`config.mk`:
```
export PLATFORM = sky130hd
export DESIGN_NAME = port_a_io
export DESIGN_NICKNAME = d
export VERILOG_FILES = /design/src/rtl/port_a_pkg.sv /design/src/rtl/pad_cfg_if.sv /design/src/rtl/port_a_io.sv /design/src/rtl/pad_ctl.sv
export SDC_FILE = /design/constraint.sdc
export NUM_CORES = 1
export LEC_CHECK = 0
export BUFFER_PORTS_ARGS = -buffer_cell sky130_fd_sc_hd__buf_4
export CAP_MARGIN = 20
export CORE_ASPECT_RATIO = 0.7
export CORE_MARGIN = 5
export CORE_UTILIZATION = 46
export DETAILED_ROUTE_END_ITERATION = 10
export GPL_ROUTABILITY_DRIVEN = 0
export PLACE_DENSITY = 0.75
export SLEW_MARGIN = 20
export SYNTH_ARGS = -nofsm -noshare
export SYNTH_HDL_FRONTEND = slang
export SYNTH_SLANG_ARGS = --single-unit
```
`constraint.sdc`:
```
create_clock -name aclk -period 1.8 [get_ports aclk]
set_input_delay 0.18 -clock aclk [delete_from_list [all_inputs] [get_ports aclk]]
set_output_delay 0.18 -clock aclk [all_outputs]
set_load 0.02 [all_outputs]
```
`src/rtl/port_a_pkg.sv`:
```
// constants, register map and field layout of the eight-pin io port
// Operation
// - eight pins, each set by bit n
// - output mode drives level register bit
// - level register reads back written value on output pins
// - input pins read synchronised pin level
// - direction bit 0 output, 1 input
// - selector high/low bits form pin code
// - output codes: hiz, p-drain, n-drain, push-pull
// - input codes: hiz, pull-down, pull-up, hiz
// - reset clears all registers to zero
// - selectors reachable as bytes or word
package port_a_pkg;

  // ==========================================================
  // geometry
  localparam int unsigned PIN_COUNT = 8;            // pins in the port
  localparam int unsigned ADDR_W    = 32;           // bus address width
  localparam int unsigned DATA_W    = 32;           // bus data width

  // ==========================================================
  // register indices; byte address is four times the index
  localparam logic [29:0] IDX_PIN_LEVEL       = 30'h0000f250;
  localparam logic [29:0] IDX_PIN_DIRECTION   = 30'h0000f251;
  localparam logic [29:0] IDX_STATE_SEL_LOW   = 30'h0000f252;
  localparam logic [29:0] IDX_STATE_SEL_HIGH  = 30'h0000f253;

  // ==========================================================
  // reset values
  localparam logic [7:0] RST_PIN_LEVEL      = 8'h00;
  localparam logic [7:0] RST_PIN_DIRECTION  = 8'h00;
  localparam logic [7:0] RST_STATE_SEL_LOW  = 8'h00;
  localparam logic [7:0] RST_STATE_SEL_HIGH = 8'h00;

  // ==========================================================
  // field positions inside the bus word
  localparam int unsigned FLD_BYTE0_LSB = 0;       // 8-bit registers
  localparam int unsigned FLD_BYTE1_LSB = 8;       // high selector in word access

  // ==========================================================
  // direction encoding
  localparam logic DIR_OUTPUT = 1'b0;
  localparam logic DIR_INPUT  = 1'b1;

  // ==========================================================
  // pin state selector codes {high, low}
  localparam logic [1:0] SEL_HIZ      = 2'h0;      // out: hiz, in: hiz
  localparam logic [1:0] SEL_P_DRAIN  = 2'h1;      // out: p-drain, in: pull-down
  localparam logic [1:0] SEL_N_DRAIN  = 2'h2;      // out: n-drain, in: pull-up
  localparam logic [1:0] SEL_PUSHPULL = 2'h3;      // out: push-pull, in: hiz

  // ==========================================================
  // bus responses
  localparam logic [1:0] RESP_OKAY   = 2'h0;
  localparam logic [1:0] RESP_SLVERR = 2'h2;

endpackage

```
`src/rtl/pad_cfg_if.sv`:
```
// per-pin carrier between the register block and one pad controller
`timescale 1ns/1ns
interface pad_cfg_if;
  logic       dir;        // direction bit of this pin
  logic [1:0] sel;        // state selector code {high, low}
  logic       level;      // stored output level
  logic       pin_in;     // raw pin level from the pad
  logic       pin_out;    // value driven on the pad
  logic       pin_oe;     // pad driver enable, high while driving
  logic       pull_up;    // pull-up resistor enable
  logic       pull_dn;    // pull-down resistor enable
  logic       in_sync;    // synchronised pin level

  // register block side
  modport regs (output dir, output sel, output level, output pin_in,
                input pin_out, input pin_oe, input pull_up, input pull_dn, input in_sync);
  // pad controller side
  modport pad  (input dir, input sel, input level, input pin_in,
                output pin_out, output pin_oe, output pull_up, output pull_dn,
                output in_sync);
endinterface

```
`src/rtl/port_a_io.sv`:
```
// eight-pin general purpose io port with an axi4-lite register slave
//
// Our own choice: the AXI4-Lite slave port.
`timescale 1ns/1ns
module port_a_io
(
  input  wire logic        aclk,
  input  wire logic        aresetn,
  // write address channel
  input  wire logic [31:0] s_axi_awaddr,
  input  wire logic [2:0]  s_axi_awprot,
  input  wire logic        s_axi_awvalid,
  output logic             s_axi_awready,
  // write data channel
  input  wire logic [31:0] s_axi_wdata,
  input  wire logic [3:0]  s_axi_wstrb,
  input  wire logic        s_axi_wvalid,
  output logic             s_axi_wready,
  // write response channel
  output logic [1:0]       s_axi_bresp,
  output logic             s_axi_bvalid,
  input  wire logic        s_axi_bready,
  // read address channel
  input  wire logic [31:0] s_axi_araddr,
  input  wire logic [2:0]  s_axi_arprot,
  input  wire logic        s_axi_arvalid,
  output logic             s_axi_arready,
  // read data channel
  output logic [31:0]      s_axi_rdata,
  output logic [1:0]       s_axi_rresp,
  output logic             s_axi_rvalid,
  input  wire logic        s_axi_rready,
  // pads
  input  wire logic [7:0]  gp_pin_i,
  output wire logic [7:0]  gp_pin_o,
  output wire logic [7:0]  gp_pin_oe,
  output wire logic [7:0]  pull_up_en,
  output wire logic [7:0]  pull_dn_en
);

  // ==========================================================
  // registers
  logic [7:0]  level_q;          // stored output levels
  logic [7:0]  direction_q;      // 0 output, 1 input per pin
  logic [7:0]  sel_low_q;        // low bit of each pin's state code
  logic [7:0]  sel_high_q;       // high bit of each pin's state code
  wire  [7:0]  in_sync;          // synchronised pin levels, one driver per bit

  // ==========================================================
  // write channel state
  logic        aw_held_q;        // write address taken, waiting for data
  logic [29:0] aw_idx_q;         // word index of the held address
  logic        w_held_q;         // write data taken, waiting for address
  logic [31:0] wdata_q;          // held write data
  logic [3:0]  wstrb_q;          // held byte strobes
  logic        bvalid_q;         // write response pending
  logic [1:0]  bresp_q;          // write response code

  // ==========================================================
  // read channel state
  logic        rvalid_q;         // read data pending
  logic [31:0] rdata_q;          // read data
  logic [1:0]  rresp_q;          // read response code

  // ==========================================================
  // write path decode
  // address and data are accepted independently; no new ones while a
  // response waits, so at most one write is in flight
  assign s_axi_awready = ~aw_held_q & ~bvalid_q;
  assign s_axi_wready  = ~w_held_q & ~bvalid_q;

  wire        aw_hs   = s_axi_awvalid & s_axi_awready;
  wire        w_hs    = s_axi_wvalid & s_axi_wready;
  wire        aw_have = aw_held_q | aw_hs;
  wire        w_have  = w_held_q | w_hs;
  wire        do_wr   = aw_have & w_have;                     // both halves present
  wire [29:0] wr_idx  = aw_held_q ? aw_idx_q : s_axi_awaddr[31:2];
  wire [31:0] wr_data = w_held_q ? wdata_q : s_axi_wdata;
  wire [3:0]  wr_strb = w_held_q ? wstrb_q : s_axi_wstrb;

  wire wr_level = (wr_idx == port_a_pkg::IDX_PIN_LEVEL);
  wire wr_dir   = (wr_idx == port_a_pkg::IDX_PIN_DIRECTION);
  wire wr_sel_w = (wr_idx == port_a_pkg::IDX_STATE_SEL_LOW);
  wire wr_sel_h = (wr_idx == port_a_pkg::IDX_STATE_SEL_HIGH);
  wire wr_hit   = wr_level | wr_dir | wr_sel_w | wr_sel_h;

  wire [7:0] wr_byte0 = wr_data[port_a_pkg::FLD_BYTE0_LSB +: 8];
  wire [7:0] wr_byte1 = wr_data[port_a_pkg::FLD_BYTE1_LSB +: 8];

  // byte lane 0 feeds each 8-bit register; the word form of the
  // selector pair puts the high selector in lane 1
  wire we_level  = do_wr & wr_level & wr_strb[0];
  wire we_dir    = do_wr & wr_dir & wr_strb[0];
  wire we_sel_lo = do_wr & wr_sel_w & wr_strb[0];
  wire we_sel_hi = do_wr & ((wr_sel_w & wr_strb[1]) | (wr_sel_h & wr_strb[0]));

  // ==========================================================
  // write channel holding registers and response
  always_ff @(posedge aclk)
  begin
    if (!aresetn)
    begin
      aw_held_q <= 1'b0;
      aw_idx_q  <= 30'h00000000;
      w_held_q  <= 1'b0;
      wdata_q   <= 32'h00000000;
      wstrb_q   <= 4'h0;
      bvalid_q  <= 1'b0;
      bresp_q   <= port_a_pkg::RESP_OKAY;
    end
    else
    begin
      // address arrives before data: keep it
      if (aw_hs && !do_wr)
      begin
        aw_held_q <= 1'b1;
        aw_idx_q  <= s_axi_awaddr[31:2];
      end
      // data arrives before address: keep it
      if (w_hs && !do_wr)
      begin
        w_held_q <= 1'b1;
        wdata_q  <= s_axi_wdata;
        wstrb_q  <= s_axi_wstrb;
      end
      // both present: write completes, response raised
      if (do_wr)
      begin
        aw_held_q <= 1'b0;
        w_held_q  <= 1'b0;
        bvalid_q  <= 1'b1;
        bresp_q   <= wr_hit ? port_a_pkg::RESP_OKAY : port_a_pkg::RESP_SLVERR;
      end
      else if (bvalid_q && s_axi_bready)
      begin
        bvalid_q <= 1'b0;
      end
    end
  end

  assign s_axi_bvalid = bvalid_q;
  assign s_axi_bresp  = bresp_q;

  // ==========================================================
  // port registers
  // every register clears to zero, leaving all pins hiz outputs
  always_ff @(posedge aclk)
  begin
    if (!aresetn)
    begin
      level_q     <= port_a_pkg::RST_PIN_LEVEL;
      direction_q <= port_a_pkg::RST_PIN_DIRECTION;
      sel_low_q   <= port_a_pkg::RST_STATE_SEL_LOW;
      sel_high_q  <= port_a_pkg::RST_STATE_SEL_HIGH;
    end
    else
    begin
      // level keeps what software writes, whatever the direction
      if (we_level)
      begin
        level_q <= wr_byte0;
      end
      if (we_dir)
      begin
        direction_q <= wr_byte0;
      end
      if (we_sel_lo)
      begin
        sel_low_q <= wr_byte0;
      end
      // lane 1 only in the word form at the low selector address
      if (we_sel_hi)
      begin
        sel_high_q <= wr_sel_w ? wr_byte1 : wr_byte0;
      end
    end
  end

  // ==========================================================
  // read path decode
  assign s_axi_arready = ~rvalid_q;

  wire        ar_hs    = s_axi_arvalid & s_axi_arready;
  wire [29:0] rd_idx   = s_axi_araddr[31:2];
  wire        rd_level = (rd_idx == port_a_pkg::IDX_PIN_LEVEL);
  wire        rd_dir   = (rd_idx == port_a_pkg::IDX_PIN_DIRECTION);
  wire        rd_sel_w = (rd_idx == port_a_pkg::IDX_STATE_SEL_LOW);
  wire        rd_sel_h = (rd_idx == port_a_pkg::IDX_STATE_SEL_HIGH);
  wire        rd_hit   = rd_level | rd_dir | rd_sel_w | rd_sel_h;

  // inputs show the pin, outputs show the stored level
  wire [7:0]  level_view = (direction_q & in_sync) | (~direction_q & level_q);

  wire [31:0] rd_word =
      rd_level ? {24'h000000, level_view} :
      rd_dir   ? {24'h000000, direction_q} :
      rd_sel_w ? {16'h0000, sel_high_q, sel_low_q} :
      rd_sel_h ? {24'h000000, sel_high_q} :
                 32'h00000000;

  // ==========================================================
  // read data register
  always_ff @(posedge aclk)
  begin
    if (!aresetn)
    begin
      rvalid_q <= 1'b0;
      rdata_q  <= 32'h00000000;
      rresp_q  <= port_a_pkg::RESP_OKAY;
    end
    else if (ar_hs)
    begin
      // unmapped reads return zero with slave error
      rvalid_q <= 1'b1;
      rdata_q  <= rd_word;
      rresp_q  <= rd_hit ? port_a_pkg::RESP_OKAY : port_a_pkg::RESP_SLVERR;
    end
    else if (rvalid_q && s_axi_rready)
    begin
      rvalid_q <= 1'b0;
    end
  end

  assign s_axi_rvalid = rvalid_q;
  assign s_axi_rdata  = rdata_q;
  assign s_axi_rresp  = rresp_q;

  // ==========================================================
  // one pad controller per pin, bit n configures pin n
  for (genvar n = 0; n < port_a_pkg::PIN_COUNT; n++)
  begin : g_pin
    pad_cfg_if cfg ();

    assign cfg.dir    = direction_q[n];
    assign cfg.sel    = {sel_high_q[n], sel_low_q[n]};
    assign cfg.level  = level_q[n];
    assign cfg.pin_in = gp_pin_i[n];
    assign gp_pin_o[n]   = cfg.pin_out;
    assign gp_pin_oe[n]  = cfg.pin_oe;
    assign pull_up_en[n] = cfg.pull_up;
    assign pull_dn_en[n] = cfg.pull_dn;
    assign in_sync[n]    = cfg.in_sync;

    pad_ctl u_pad
    (
      .aclk    (aclk),
      .aresetn (aresetn),
      .cfg     (cfg.pad)
    );
  end

endmodule

```
`src/rtl/pad_ctl.sv`:
```
// pad controller for one pin: drive decode, pulls and input synchroniser
`timescale 1ns/1ns
module pad_ctl
(
  input  wire logic aclk,
  input  wire logic aresetn,
  pad_cfg_if.pad    cfg
);

  // ==========================================================
  // input synchroniser
  logic meta_q;           // first stage, read only by the second
  logic sync_q;           // second stage

  // two flops on the system clock before anything reads the pin
  always_ff @(posedge aclk)
  begin
    if (!aresetn)
    begin
      meta_q <= 1'b0;
      sync_q <= 1'b0;
    end
    else
    begin
      meta_q <= cfg.pin_in;
      sync_q <= meta_q;
    end
  end

  assign cfg.in_sync = sync_q;

  // ==========================================================
  // drive decode
  wire is_out   = (cfg.dir == port_a_pkg::DIR_OUTPUT);
  wire code_pp  = (cfg.sel == port_a_pkg::SEL_PUSHPULL);
  wire code_pd  = (cfg.sel == port_a_pkg::SEL_P_DRAIN);
  wire code_nd  = (cfg.sel == port_a_pkg::SEL_N_DRAIN);

  // push-pull drives both levels, p-drain only high, n-drain only low
  wire drive_pp = is_out & code_pp;
  wire drive_hi = is_out & code_pd & cfg.level;
  wire drive_lo = is_out & code_nd & ~cfg.level;

  assign cfg.pin_oe  = drive_pp | drive_hi | drive_lo;
  assign cfg.pin_out = cfg.level;
  // pulls act only in input mode; codes 00 and 11 stay high impedance
  assign cfg.pull_dn = ~is_out & code_pd;
  assign cfg.pull_up = ~is_out & code_nd;

endmodule

```
**After elaboration in Yosys (flattened, before gate mapping)**

Cells that the tools add are included.

- $add $sub $neg: 0
- $mul: 0
- Divide/modulo/power cells: 0
- Magnitude comparators: 0
- Eq/ne operators: 32
- Shifts and indexed selects: 0
- Multiplexer cells: 14
- Bitwise operators: 121
- Reduce and logical (&&, ||, !) cells: 8

Operators with widths:

| kind | count |
|---|---|
| equality test 30 x 16 -> 1 bit, second input constant | 8 |
| AND 1 bit | 71 |
| two-way mux 16 bit | 4 |
| equality test 2 bit, second input constant | 16 |
| two-way mux 30 bit | 1 |
| OR 1 bit | 25 |
| inverter 1 bit | 21 |
| AND 8 bit | 2 |
| equality test 2 x 1 -> 1 bit, second input constant | 8 |
| two-way mux 8 bit | 2 |
| inverter 8 bit | 1 |
| OR 8 bit | 1 |
| two-way mux 2 bit | 3 |
| logical AND 1 bit | 4 |
| two-way mux 1 bit | 4 |
| nonzero test 2 bit | 2 |
| OR reduction 2 bit | 1 |
| logical NOT 1 bit | 1 |

- Register bits: 136
- Latch bits: 0
- RAM bits: 0
- ROM bits: 0
- Bits of input ports: 121
- Logic and storage cells: 205
- Memories kept: 0

**Logic depth before layout (Yosys ltp)**

- Word-level depth: 7
- Mapped depth: 8
- Depth with buffers taken out: 5

**By module**

From an unflattened synthesis, not the netlist that was laid out.

- Cells, all modules: 665
- Area, all modules: 5764.3 sq um

By module, submodules not included:

| module | instances | cells an instance | area an instance (sq um) | sequential area each (sq um) |
|---|---|---|---|---|
| port_a_io | 1 | 585 | 5043.6 | 2042.0 |
| pad_ctl | 8 | 10 | 90.1 | 40.0 |

**Least setup slack after synthesis**

OpenSTA, ideal clock, no wires.

- Kind: input -> register
- Start point: in s_axi_awaddr[10]
- End point: reg direction_q[0]
- Library setup time: 0.123 ns
- Arrival time: 1.835 ns
- Required time: 1.677 ns
- Slack: -0.157 ns
- Stages: 6
- Cells stage by stage: or4b_1 > or3_1 > a222oi_1 > buf_4 > nand4_4 > mux2i_1

- Word-level cells in the longest chain between the ends: 4

Ends and longest elaborated chain:

| item | RTL line | RTL |
|---|---|---|
| from (decl) | port_a_io.sv:10 | `input wire logic [31:0] s_axi_awaddr,` |
| two-way mux 30 bit | port_a_io.sv:77 | `wire [29:0] wr_idx = aw_held_q ? aw_idx_q : s_axi_awaddr[31:2];` |
| equality test 30 x 16 -> 1 bit | port_a_io.sv:82 | `wire wr_dir = (wr_idx == port_a_pkg::IDX_PIN_DIRECTION);` |
| AND 1 bit (2 in a row) | port_a_io.sv:93 | `wire we_dir = do_wr & wr_dir & wr_strb[0];` |
| to (signal assigned) | port_a_io.sv:152 | `direction_q <= port_a_pkg::RST_PIN_DIRECTION;` |
| to (signal assigned) | port_a_io.sv:165 | `direction_q <= wr_byte0;` |
| to (decl) | port_a_io.sv:44 | `logic [7:0] direction_q;` |

Every way passes these cells.
A chain may end at the register's enable or synchronous reset.

**Final worst setup path**

- Start point: reg aw_idx_q[28]
- End point: reg direction_q[5]

- Word-level cells in the longest chain between the ends: 4

Ends and longest elaborated chain:

| item | RTL line | RTL |
|---|---|---|
| from (decl) | port_a_io.sv:52 | `logic [29:0] aw_idx_q;` |
| from (signal assigned) | port_a_io.sv:117 | `aw_idx_q <= s_axi_awaddr[31:2];` |
| two-way mux 30 bit | port_a_io.sv:77 |  |
| equality test 30 x 16 -> 1 bit | port_a_io.sv:82 |  |
| AND 1 bit (2 in a row) | port_a_io.sv:93 |  |

Every way passes these cells.

==> results.ini <==
[status]
status=finished with violations
violations=negative setup slack

[logic_synthesis]
avgSynthCellArea_sq_um=8.52
ys_types=47
synth.area.top_cells=dfxtp_1 42%, nand2_1 11%, mux2i_1 8.9%
ys_seq_area_frac=0.419
yosys_warnings=0
synth_flop_cell=dfxtp_1
synth-edff-count=0
synth_top_area_frac=0.419
yosysTopAreaCell=dfxtp_1
async_reset_ff_frac=0
syn_inst=662
ys_seq_elements=118
syn-cell-area_sq_um=5640

[sta]
layout_setup_ws_ps=-110
finalSetupViolCount=31
hold_viol=0
drv_slew=0
finalWorstPathRequiredPeriod_ps=1910
min_period_over_period=1.06
fmax_mhz=523
slew_headroom=0.603
rsz0062_at_grt=true
skew_ps=8.10
hold_ws_ps=28.7
worstMarginPinSlew_ps=595

[clock_network]
cts_sinks=118
cts_made_buffers=17
insertion_delay_ps=400
h-tree-depth=4
clkTransAtPathRegs_ps=50
cts_buffer_depth=2
post_cts_buffers=0
tritoncts=built
cts_root_buf=clkbuf_16

[cells_and_area]
fill_cells=1009
final-seq-area_sq_um=2360
final_nets=906
drive_gt1_frac=0.285
n_antenna_cell=0
synthToLayoutAreaGrowth_pct=30.6
final_common_cell=nand2_1
multi_input_area_sq_um=2850
final_cell_mix=172 x nand2_1, 160 x buf_4, 117 x dfxtp_1

[pwr]
p_int_mw=5.16
p_per_area_nw_per_um2=917
vdd_drop_max_mv=0.710
total_power_mw=6.75
seqPwrFrac=0.408
power_frac_comb=0.117
power_frac_clock=0.475
p_sw_frac=0.236
p_switching_mw=1.59
power.leakage_nw=3.23

[drt]
viasPerCell=5.27
drc=0
drt_iter0_drc=267
finalWirelength_um=15500
drtAntennaViolNets=0
num_vias=5026
drtPass1Iterations=4
wl_per_cell_um=16.3

[die]
die-area_sq_um=14600
die_x_um=142
start_util=0.476
coreArea_sq_um=11900
rows=33
io_pins=194
die_y_um=103

[job]
maxCapViolCount=0

[worst_setup_path]
r2r_slack_ps=-110
critPathLaunchType=flop
cp-end-kind=flop
critical-path-max-stage-delay_ps=330
crit_chain=nor4_4 > buf_4 > nand2_1 > a222oi_1 > buf_4 > nand4_4 > mux2i_1
cp_data_required_time_ps=2120
worst_path_max_delay_cell=dfxtp_2
arrival_ps=2230
worstPathMaxFanout=8
critPathKind=flop to flop
cpMostUsedCell=buf_4

[global_route]
busiest_layer=met2
grt_antenna_before_repair=0
grt_pass1_vias=4934
grt_max_degree=62
globalRouteOverflowTotal=0
grt_util_met3=0.0626
grt_use_met2=0.332
track_usage=0.211
met1_usage=0.288
grt_pass1_wl_um=24600

[placement]
io_buffers=147
hpwl_um=11800

[worst_hold_path]
min_path_type=input port to flop

routing by layer:
metal,vias to the layer above,routed length [um]
met5,-,0
met4,0,161
met3,17,1270
met2,192,6910
met1,2384,7190
li1,2433,-
sequential cells by signal, indices dropped and copies added (netlist names), 2 cells and up:
signal,flops
sel_high_q,8
direction_q,8
sel_low_q,8
s_axi_rdata,16
g_pin.u_pad.meta_q,8
aw_idx_q,30
wdata_q,16
wstrb_q,2
level_q,8
g_pin.u_pad.cfg.in_sync,8
final cells by class:
| cell class | count | share of cell area |
|---|---|---|
| Clock inverter | 10 | 0.0143 |
| Multi-Input combinational cell | 470 | 0.387 |
| Tap cell | 157 | 0.0267 |
| Sequential cell | 118 | 0.321 |
| Inverter | 5 | 0.00255 |
| Timing Repair Buffer | 173 | 0.186 |
| Clock buffer | 21 | 0.0625 |
power groups by stage:
stage / clock network (mW) / logic (mW) / registers [mW]
after floorplan: 0 / 0.451 / 2.79
after global placement: 0 / 0.739 / 2.80
after detailed placement: 0 / 0.761 / 2.80
after CTS: 3.26 / 0.785 / 2.75
after global routing: 3.39 / 0.864 / 2.76
final: 3.21 / 0.791 / 2.75
kinds of logic after synthesis:
logic type	after synthesis	synth area share
muxes	69	0.143
other	1	0.000665
and+or+nand+nor	281	0.241
DFF	118	0.419
buffers and inverters	91	0.0948
AOI/OAI and AO/OA	102	0.102
worst paths after layout:
path,end,start,depth (start not counted)
setup / recovery,direction_q[5],aw_idx_q[28],7
hold / removal,wdata_q[13],s_axi_wdata[13],3
setup reg to reg,direction_q[5],aw_idx_q[28],7
hold reg to reg,g_pin[4].u_pad.cfg.in_sync,g_pin[4].u_pad.meta_q,1
per-stage QoR:
stage          cell area, sq um   util  worst slack [ps]  cells  TNS (ps)
2_1_floorplan              5700      -              -108    679     -2790
3_3_place_gp               6660  0.562              -349    914    -10730
3_5_place_dp               6660  0.562              -403    914    -11720
4_1_cts                    7340  0.619              -137    954     -1990
5_1_grt                    7360  0.621              -209    954     -4570
6_report                   7360  0.621              -110    954     -1440
synthesized netlist by cell type (3+ instances only):
master,n
a21oi_1,58
a22oi_1,8
and2_1,16
and3b_1,10
buf_1,3
buf_4,51
clkbuf_1,31
dfxtp_1,118
inv_1,3
mux2_2,11
mux2i_1,50
mux4_2,8
nand2_1,172
nand2b_1,8
nand3_1,3
nand3b_1,3
nor2_1,32
nor3_1,3
nor4_1,10
nor4b_1,4
o21ai_0,15
o21ai_1,8
o31ai_1,6
timing repair:
item                       4_1_cts  5_1_grt
setup endpoints to repair       32       34
resized for setup                3        5
hold buffers                     9        0
hold endpoints to repair         9        0
pin swaps                        2        0
critical path, delay by kind of cell, from the launching register on:
family / cells / cell delay, ps
buffers and inverters: 2 / 390
multiplexers: 1 / 250
flip-flops: 1 / 330
AO/OA/AOI/OAI: 1 / 320
AND/OR/NAND/NOR: 3 / 520
Power figures use the tool's default switching activity.
